## src/trig_arm_defs.svh

```systemverilog
// Constants for the trigger arming block
`ifndef TRIG_ARM_DEFS_SVH
`define TRIG_ARM_DEFS_SVH
// ==========================================================================
// Sequence numbers
`define SEQ_TRANSIENT     2'h1
`define SEQ_ACQUIRE       2'h2
// ==========================================================================
// Widths and reset values
`define LEVEL_W           16
`define LEVEL_RST         16'h0000
`define CONT_ARM_RST      1'b0
`endif

```

## src/trig_arm_pkg.sv

```systemverilog
// Types shared by the trigger arming block
package trig_arm_pkg;
   // Sequence state: idle or armed and waiting
   typedef enum logic [0:0] {
      SEQ_IDLE  = 1'b0,
      SEQ_ARMED = 1'b1
   } seq_state_t;
endpackage : trig_arm_pkg

```

## src/seq_arm.sv

```systemverilog
// One trigger sequence arming state machine
`include "trig_arm_defs.svh"
module seq_arm
   import trig_arm_pkg::*;
(
   input  wire logic sys_clk,
   input  wire logic resetn,
   input  wire logic cancel,
   input  wire logic arm_req,
   input  wire logic keep_armed,
   input  wire logic trig_req,
   output logic      fire,
   output logic      armed
);
   seq_state_t state_ff;
   seq_state_t nxt_state;
   // ======================================================================
   // Next state
   always_comb begin
      nxt_state = state_ff;
      fire      = 1'b0;
      unique case (state_ff)
         SEQ_IDLE: begin
            // Continuous arming survives a cancel; a plain initiate loses to it
            if (keep_armed || (!cancel && arm_req)) begin
               nxt_state = SEQ_ARMED;
            end
         end
         SEQ_ARMED: begin
            if (cancel) begin
               nxt_state = keep_armed ? SEQ_ARMED : SEQ_IDLE;
            end else if (trig_req) begin
               fire      = 1'b1;
               // Continuous mode re-arms straight away
               nxt_state = keep_armed ? SEQ_ARMED : SEQ_IDLE;
            end
         end
      endcase
   end
   // Reset behaves like an abort with keep_armed low: always back to idle
   always_ff @(posedge sys_clk) begin
      if (!resetn) begin
         state_ff <= SEQ_IDLE;
      end else begin
         state_ff <= nxt_state;
      end
   end
   assign armed = (state_ff == SEQ_ARMED);
endmodule : seq_arm

```

## src/trigger_arming_control.sv

```systemverilog
// Trigger arming and sequencing for transient and acquire sequences
`include "trig_arm_defs.svh"
// Operation
// - Sequence 1 transient, sequence 2 acquire
// - Abort cancels both sequences
// - Abort reloads pending levels from immediate
// - Abort clears waiting-for-trigger flag
// - Continuous mode re-arms after abort
// - Abort at reset, recall and reset command
// - Triggers ignored when sequence not armed
// - Armed sequence acts on its trigger
// - Continuous setting keeps transient armed
// - Transient trigger applies pending levels
// - Flag clears after both sequences complete
// - Flag is OR of both armed states
// - Continuous mode re-arms after trigger
// - Acquire trigger starts a measurement
// - Bus commands are the trigger source
module trigger_arming_control
   import trig_arm_pkg::*;
(
   input  wire logic                 sys_clk,
   input  wire logic                 resetn,
   input  wire logic                 abort_cmd,
   input  wire logic                 recall_cmd,
   input  wire logic                 reset_cmd,
   input  wire logic                 init_req,
   input  wire logic [1:0]           init_seq,
   input  wire logic                 trig_req,
   input  wire logic [1:0]           trig_seq,
   input  wire logic                 continuous_arm_setting,
   input  wire logic [`LEVEL_W-1:0]  imm_voltage_level,
   input  wire logic [`LEVEL_W-1:0]  imm_current_level,
   input  wire logic                 pend_load,
   input  wire logic [`LEVEL_W-1:0]  pend_voltage_in,
   input  wire logic [`LEVEL_W-1:0]  pend_current_in,
   output logic                      waiting_for_trigger_flag,
   output logic [`LEVEL_W-1:0]       pending_voltage_level,
   output logic [`LEVEL_W-1:0]       pending_current_level,
   output logic [`LEVEL_W-1:0]       out_voltage_level,
   output logic [`LEVEL_W-1:0]       out_current_level,
   output logic                      level_apply,
   output logic                      meas_start
);
   logic cancel;
   logic arm_tran;
   logic arm_acq;
   logic trig_tran;
   logic trig_acq;
   logic fire_tran;
   logic fire_acq;
   logic armed_tran;
   logic armed_acq;
   logic nxt_armed_tran;
   logic nxt_armed_acq;
   logic [`LEVEL_W-1:0] pend_v_ff;
   logic [`LEVEL_W-1:0] pend_i_ff;
   logic [`LEVEL_W-1:0] out_v_ff;
   logic [`LEVEL_W-1:0] out_i_ff;
   logic                wtg_ff;
   logic                apply_ff;
   logic                meas_ff;
   // ======================================================================
   // Command decode
   // Abort, recall and reset command all perform the same cancel
   assign cancel    = abort_cmd | recall_cmd | reset_cmd;
   // Sequence numbers select the target; bus commands are the only source
   assign arm_tran  = init_req & (init_seq == `SEQ_TRANSIENT);
   assign arm_acq   = init_req & (init_seq == `SEQ_ACQUIRE);
   assign trig_tran = trig_req & (trig_seq == `SEQ_TRANSIENT);
   assign trig_acq  = trig_req & (trig_seq == `SEQ_ACQUIRE);
   // ======================================================================
   // Sequence state machines
   // Transient only honours the continuous setting
   seq_arm u_tran (
      .sys_clk    (sys_clk),
      .resetn     (resetn),
      .cancel     (cancel),
      .arm_req    (arm_tran),
      .keep_armed (continuous_arm_setting),
      .trig_req   (trig_tran),
      .fire       (fire_tran),
      .armed      (armed_tran)
   );
   seq_arm u_acq (
      .sys_clk    (sys_clk),
      .resetn     (resetn),
      .cancel     (cancel),
      .arm_req    (arm_acq),
      .keep_armed (1'b0),
      .trig_req   (trig_acq),
      .fire       (fire_acq),
      .armed      (armed_acq)
   );
   // Next armed states, used to keep the flag in step with the machines
   always_comb begin
      nxt_armed_tran = armed_tran;
      nxt_armed_acq  = armed_acq;
      if (cancel) begin
         nxt_armed_tran = continuous_arm_setting;
         nxt_armed_acq  = 1'b0;
      end else begin
         if (!armed_tran && (arm_tran || continuous_arm_setting)) begin
            nxt_armed_tran = 1'b1;
         end else if (fire_tran) begin
            nxt_armed_tran = continuous_arm_setting;
         end
         if (!armed_acq && arm_acq) begin
            nxt_armed_acq = 1'b1;
         end else if (fire_acq) begin
            nxt_armed_acq = 1'b0;
         end
      end
   end
   // ======================================================================
   // Waiting-for-trigger flag, registered so it stays a clean output
   always_ff @(posedge sys_clk) begin
      if (!resetn) begin
         wtg_ff <= 1'b0;
      end else begin
         // Clears only once neither sequence is still waiting
         wtg_ff <= nxt_armed_tran | nxt_armed_acq;
      end
   end
   // ======================================================================
   // Pending levels; abort discards any staged change
   // Power-on reset counts as an abort, so it reloads the staged levels too
   always_ff @(posedge sys_clk) begin
      if (!resetn) begin
         pend_v_ff <= imm_voltage_level;
         pend_i_ff <= imm_current_level;
      end else if (cancel) begin
         pend_v_ff <= imm_voltage_level;
         pend_i_ff <= imm_current_level;
      end else if (pend_load) begin
         pend_v_ff <= pend_voltage_in;
         pend_i_ff <= pend_current_in;
      end
   end
   // Output levels reset to zero and change only on a transient trigger, taking the pending levels
   always_ff @(posedge sys_clk) begin
      if (!resetn) begin
         out_v_ff <= `LEVEL_RST;
         out_i_ff <= `LEVEL_RST;
         apply_ff <= 1'b0;
      end else begin
         apply_ff <= fire_tran;
         if (fire_tran) begin
            out_v_ff <= pend_v_ff;
            out_i_ff <= pend_i_ff;
         end
      end
   end
   // Measurement start pulse for the acquire side
   always_ff @(posedge sys_clk) begin
      if (!resetn) begin
         meas_ff <= 1'b0;
      end else begin
         meas_ff <= fire_acq;
      end
   end
   assign waiting_for_trigger_flag = wtg_ff;
   assign pending_voltage_level    = pend_v_ff;
   assign pending_current_level    = pend_i_ff;
   assign out_voltage_level        = out_v_ff;
   assign out_current_level        = out_i_ff;
   assign level_apply              = apply_ff;
   assign meas_start               = meas_ff;
   // ======================================================================
   // Checks
   a_flag_is_or: assert property (@(posedge sys_clk) disable iff (!resetn)
      waiting_for_trigger_flag == (armed_tran | armed_acq))
      else $error("flag differs from armed OR");
   a_abort_clears: assert property (@(posedge sys_clk) disable iff (!resetn)
      cancel && !continuous_arm_setting |=> !waiting_for_trigger_flag)
      else $error("abort left flag set");
   a_abort_rearm: assert property (@(posedge sys_clk) disable iff (!resetn)
      cancel && continuous_arm_setting |=> waiting_for_trigger_flag)
      else $error("continuous abort did not re-arm");
   a_abort_reload: assert property (@(posedge sys_clk) disable iff (!resetn)
      cancel |=> pending_voltage_level == $past(imm_voltage_level)
         && pending_current_level == $past(imm_current_level))
      else $error("pending levels not reloaded");
   a_abort_acq: assert property (@(posedge sys_clk) disable iff (!resetn)
      cancel |=> !armed_acq)
      else $error("abort left acquire armed");
   a_idle_ignore: assert property (@(posedge sys_clk) disable iff (!resetn)
      !armed_tran |=> !level_apply && $stable(out_voltage_level))
      else $error("trigger acted while idle");
   a_trig_apply: assert property (@(posedge sys_clk) disable iff (!resetn)
      armed_tran && trig_tran && !cancel |=> level_apply
         && out_voltage_level == $past(pending_voltage_level))
      else $error("transient trigger did not apply");
   a_init_sets: assert property (@(posedge sys_clk) disable iff (!resetn)
      arm_acq && !cancel |=> waiting_for_trigger_flag)
      else $error("initiate did not set flag");
   a_init_tran: assert property (@(posedge sys_clk) disable iff (!resetn)
      arm_tran && !cancel && !trig_req |=> waiting_for_trigger_flag)
      else $error("transient initiate did not set flag");
   a_cont_keeps: assert property (@(posedge sys_clk) disable iff (!resetn)
      continuous_arm_setting |=> waiting_for_trigger_flag)
      else $error("continuous setting left flag clear");
   a_flag_holds: assert property (@(posedge sys_clk) disable iff (!resetn)
      armed_acq && !cancel && !trig_acq |=> waiting_for_trigger_flag)
      else $error("flag cleared while acquire waits");
   a_cont_rearm: assert property (@(posedge sys_clk) disable iff (!resetn)
      fire_tran && continuous_arm_setting |=> armed_tran)
      else $error("continuous mode did not re-arm");
   a_acq_meas: assert property (@(posedge sys_clk) disable iff (!resetn)
      armed_acq && trig_acq && !cancel |=> meas_start && !armed_acq)
      else $error("acquire trigger did not measure");
   // Cover points for the main scenarios
   c_tran_fire: cover property (@(posedge sys_clk) disable iff (!resetn)
      arm_tran ##[1:8] fire_tran);
   c_acq_fire: cover property (@(posedge sys_clk) disable iff (!resetn)
      arm_acq ##[1:8] fire_acq);
   c_abort_armed: cover property (@(posedge sys_clk) disable iff (!resetn)
      armed_tran && cancel);
   c_cont_burst: cover property (@(posedge sys_clk) disable iff (!resetn)
      continuous_arm_setting && fire_tran ##1 fire_tran);
   c_flag_overlap: cover property (@(posedge sys_clk) disable iff (!resetn)
      fire_tran && armed_acq);
endmodule : trigger_arming_control

```

## config.mk

```make
export PLATFORM = sky130hd
export DESIGN_NAME = trigger_arming_control
export DESIGN_NICKNAME = d
export VERILOG_FILES = /design/src/trig_arm_pkg.sv /design/src/seq_arm.sv /design/src/trigger_arming_control.sv
export VERILOG_INCLUDE_DIRS = /design/src
export SDC_FILE = /design/constraint.sdc
export NUM_CORES = 1
export LEC_CHECK = 0
export BUFFER_PORTS_ARGS = -buffer_cell sky130_fd_sc_hd__buf_4
export CAP_MARGIN = 20
export CORE_ASPECT_RATIO = 0.5
export CORE_MARGIN = 4
export CORE_UTILIZATION = 25
export DETAILED_ROUTE_END_ITERATION = 10
export SETUP_SLACK_MARGIN = 0.1
export SYNTH_ARGS = -nofsm -noshare
export SYNTH_HDL_FRONTEND = slang
export SYNTH_SLANG_ARGS = --single-unit
```

## constraint.sdc

```tcl
create_clock -name sys_clk -period 2.83 [get_ports sys_clk]
set_input_delay 0.283 -clock sys_clk [delete_from_list [all_inputs] [get_ports sys_clk]]
set_output_delay 0.283 -clock sys_clk [all_outputs]
set_load 0.01 [all_outputs]
```

After elaboration in Yosys (flattened, before gate mapping)
Index checks and enable logic that the tools add are counted.
{"block": "classes", "reduce_logical": 9, "n_eq_ne": 5, "bitwise": 9, "mux": 27}
{"operator": "$mux W16", "n": 6}
{"operator": "$mux W1", "n": 19}
{"operator": "$and A1 B1 Y1", "n": 4}
{"operator": "$eq A2 B1 Y1 const B", "n": 2}
{"operator": "$eq A2 B2 Y1 const B", "n": 2}
{"operator": "$logic_and A1 B1 Y1", "n": 4}
{"operator": "$pmux W1 S2", "n": 2}
{"operator": "$logic_not A1 Y1", "n": 3}
{"operator": "$ne A3 B1 Y1 const B", "n": 1}
{"operator": "$or A1 B1 Y1", "n": 3}
{"operator": "$logic_or A1 B1 Y1", "n": 2}
{"operator": "$not A1 Y1", "n": 2}
{"block": "totals", "wordCells": 59, "out_inout_bits": 67, "regBits": 69}

Logic depth before layout (Yosys ltp)
{"block": "logic_depth", "ltp_word": 9, "mapped_depth": 5, "ltp_nobuf": 3}

Modules after synthesis
Synthesis repeated with hierarchy kept, for this count alone.
{"block": "hier_totals", "hier_cells": 206, "area_unflattened_um2": 2985.4}
{"mod": "trigger_arming_control", "n_inst": 1, "area_each_um2": 2885.3, "cells_per_inst": 194}
{"mod": "seq_arm", "n_inst": 2, "area_each_um2": 50.0, "cells_per_inst": 6}

Least setup slack after synthesis
OpenSTA, ideal clock, no wires.
{"block": "synth_timing", "kind": "input -> register", "startpoint": "input reset_cmd", "endpoint": "register pend_i_ff[0] (netlist: pending_current_level[0]), enable pin", "t_arrival_ps": 1405, "path_stages": 4, "path_slack_ps": 1095, "path_cell_list": "nor3_4 > nand2_4 > buf_2 > or2_2"}
{"block": "synth_between", "elab_chain_cells": 2}
{"element": "from (decl)", "line": "trigger_arming_control.sv:26", "text": "input wire logic reset_cmd,"}
{"element": "$or A1 B1 Y1", "line": "trigger_arming_control.sv:66", "text": "assign cancel = abort_cmd | recall_cmd | reset_cmd;"}
{"element": "$ne A3 B1 Y1 (no line)"}
{"element": "to (signal assigned)", "line": "trigger_arming_control.sv:131", "text": "pend_i_ff <= imm_current_level;"}
{"element": "to (signal assigned)", "line": "trigger_arming_control.sv:134", "text": "pend_i_ff <= imm_current_level;"}
{"element": "to (signal assigned)", "line": "trigger_arming_control.sv:137", "text": "pend_i_ff <= pend_current_in;"}
{"element": "to (decl)", "line": "trigger_arming_control.sv:57", "text": "logic [`LEVEL_W-1:0] pend_i_ff;"}
Every way passes these cells.
A chain may end at the register's enable or synchronous reset.

Worst setup path after layout
{"block": "layout_timing", "startpoint": "register u_tran.state_ff (netlist: u_tran.armed)", "endpoint": "register out_i_ff[8] (netlist: out_current_level[8])"}
{"block": "layout_between", "elab_chain_cells": 1}
{"element": "from (decl)", "line": "seq_arm.sv:15", "text": "seq_state_t state_ff;"}
{"element": "from (signal assigned)", "line": "seq_arm.sv:45", "text": "state_ff <= nxt_state;"}
{"element": "$mux W1", "line": "seq_arm.sv:22", "text": "unique case (state_ff)"}
{"element": "to (signal assigned)", "line": "trigger_arming_control.sv:144", "text": "out_i_ff <= `LEVEL_RST;"}
{"element": "to (signal assigned)", "line": "trigger_arming_control.sv:150", "text": "out_i_ff <= pend_i_ff;"}
{"element": "to (decl)", "line": "trigger_arming_control.sv:59", "text": "logic [`LEVEL_W-1:0] out_i_ff;"}
Every way passes these cells.

==> impl_metrics.py <==
metrics = {
    "outcome": {
        "status": "complete, no violations",
    },
    "die": {
        "die_w_um": 159,
        "placementRows": 27,
        "initial_core_util": 0.257,
        "dieArea_um2": 13200,
        "ios": 144,
        "chipHeight_um": 83.3,
        "coreArea_um2": 11000,
    },
    "yosys": {
        "synth_seq_cells": 69,
        "yosysTopAreaCellShare": 0.339,
        "avgSynthCellArea_um2": 12.1,
        "syn_nets": 311,
        "seq_area_frac_synth": 0.600,
        "syn_area_um2": 2840,
        "yosysUniqueCellTypes": 25,
        "netlist.top_cell.by_area": "edfxtp_1",
        "yosys_warnings": 0,
        "synthTopCellsByArea": "edfxtp_1 (34%), dfxtp_1 (26%), mux2_1 (10%)",
        "syn_inst": 234,
    },
    "timing": {
        "tightest_slew_ns": 0.814,
        "relSlewSlack": 0.457,
        "fmax_ghz": 0.689,
        "holdWs_ns": 0.189,
        "hold_viol": 0,
        "rsz0062_at_grt": "false",
        "min_period_over_period": 0.513,
        "setup_tns_ns": 0,
        "setup-violations-final": 0,
        "fin_crit_ns": 1.45,
        "final_max_slew_viol_count": 0,
        "clock_skew_ns": 0.00431,
    },
    "final_layout": {
        "layout.nets": 450,
        "drive_gt1_frac": 0.455,
        "antenna_cells": 0,
        "syn2layout_area_growth_pct": 53.6,
        "layout_commonest_cell": "buf_4",
        "final_cell_mix": "buf_4 (147), dfxtp_1 (37), nand3_1 (32), o21ai_0 (32), edfxtp_1 (32)",
    },
    "clocking": {
        "cts_made_buffers": 9,
        "cts-resized-gates": 0,
        "cts.clk_slew.worst_paths_ns": 0.05,
        "clkLatencyLatePin_ns": 0.33,
        "ctsLongestPathBuffers": 2,
        "cts_root_buffer": "clkbuf_16",
        "htree_levels": 3,
        "ctsHoldBuffers": 0,
        "cts_sinks": 69,
        "cts_tree": "built",
        "post-cts-setup-buffer-count": 0,
    },
    "critical_path": {
        "crit_start": "u_tran.armed",
        "endpoint_kind": "register",
        "endpoint": "out_current_level[8]",
        "crit_type": "register to register",
        "rrSetupSlack_ns": 1.38,
        "arrival_ns": 1.71,
        "rr_worst_depth": 4,
        "path_max_fanout": 26,
        "worstReg2RegEnd": "out_current_level[8]",
        "start_kind": "register",
        "r2r-start": "u_tran.armed",
        "cp.required_ns": 3.08,
    },
    "power_and_ir_drop": {
        "power.density_nw_per_um2": 562,
        "ir_drop_uv": 290,
        "leakagePower_nw": 1.80,
    },
    "drt": {
        "wl_per_cell_um": 16.7,
        "vias": 2347,
        "finalWirelength_um": 8740,
        "firstDrtPassIters": 4,
        "drc": 0,
        "post_drt_via_cell_ratio": 4.49,
        "drtIter0Drc": 144,
        "ant_nets": 0,
    },
    "min_path": {
        "worst_hold_path_type": "input pin to register",
    },
    "global_routing": {
        "grt_pass1_wl_um": 13600,
        "overflow": 0,
        "antenna_found_initial": 0,
        "grt_max_degree": 36,
        "grt_pass1_vias": 2385,
        "grt_usage": 0.134,
    },
    "placed_design": {
        "gp_congestion": 0.713,
        "portBuffers": 143,
        "dpl.hpwl_um": 6000,
    },
    "flow_run": {
        "max_cap_viol_count": 0,
    },
}
-- state kept, by name (all words and copies together), names as in the netlist, 16 cells and up --
| signal | cells |
|---|---|
| pending_voltage_level | 16 |
| out_voltage_level | 16 |
| out_current_level | 16 |
| pending_current_level | 16 |
-- where the power goes --
group / switching [W] / internal (W)
combinational: 0.0000966 / 0.000144
sequential: 0.0000221 / 0.00109
clock: 0.000400 / 0.000699
total: 0.000518 / 0.00193
-- kinds of logic (layout without fill, tap and decap cells) --
logic type      count (synthesis)  count (layout)  share of synthesized area
flops                          69              69                      0.600
compound gates                 68              68                      0.151
simple gates                   44              44                     0.0904
mux                            32              32                      0.127
buf+inv                        21             165                     0.0318
-- worst min-delay path by stage --
| stage | from | endpoint | cells past startpoint |
|---|---|---|---|
| 3_3_place_gp | out_voltage_level[6] | out_voltage_level[6] | 2 |
| 3_5_place_dp | out_voltage_level[7] | out_voltage_level[7] | 2 |
| 6_report | continuous_arm_setting | u_tran.armed | 3 |
| 2_1_floorplan | continuous_arm_setting | u_tran.armed | 2 |
| 4_1_cts | continuous_arm_setting | u_tran.armed | 3 |
| 5_1_grt | continuous_arm_setting | u_tran.armed | 3 |
-- worst max-delay path: stages, from the launching register on --
cell	delay [ns]
dfxtp_1	0.35
and4b_1	0.37
buf_4	0.36
nand3_1	0.11
a21boi_0	0.17
-- area by class of cell --
type / instances / area, um^2
fill: 1082 / 6690
sequential: 69 / 1700
timing repair buffer: 148 / 1130
multi-input combinational: 144 / 1040
clock buffer: 11 / 243
tap: 145 / 181
clock inverter: 5 / 50.0
inverter: 1 / 3.75
-- synthesized netlist by cell type (all sizes together) --
cell	n
o21ai	32
and4b	2
and3b	1
dfxtp	37
or2	1
o32ai	1
mux2	32
buf	9
o31ai	1
nor3	2
edfxtp	32
a21oi	1
inv	1
or3	1
nand3	32
a31oi	1
nand4b	1
nand2	1
and3	1
a21boi	32
clkbuf	11
nor2	2
-- through the flow --
stage                     worst slack [ns]  power [W]  cell area (um^2)   util  std cells
after CTS                             1.31    0.00248              4330  0.392        522
after global placement                1.07    0.00137              4040  0.365        506
after floorplan                       1.10    0.00121              2840      -        234
after global routing                  1.11    0.00254              4360  0.394        523
final                                 1.38    0.00245              4360  0.394        523
after detailed placement              1.03    0.00137              4040  0.365        506
-- per-layer routing --
metal | up-vias | routed length [um] | part of all wire | track usage
met3 | 10 | 388 | 0.044 | 0.0422
met2 | 51 | 4840 | 0.55 | 0.240
met5 | - | 0 | 0 | 0
li1 | 1149 | - | - | -
met4 | 0 | 85 | 0.0097 | 0.0395
met1 | 1137 | 3430 | 0.39 | 0.151
No activity file was read; power rests on OpenSTA's default activity.
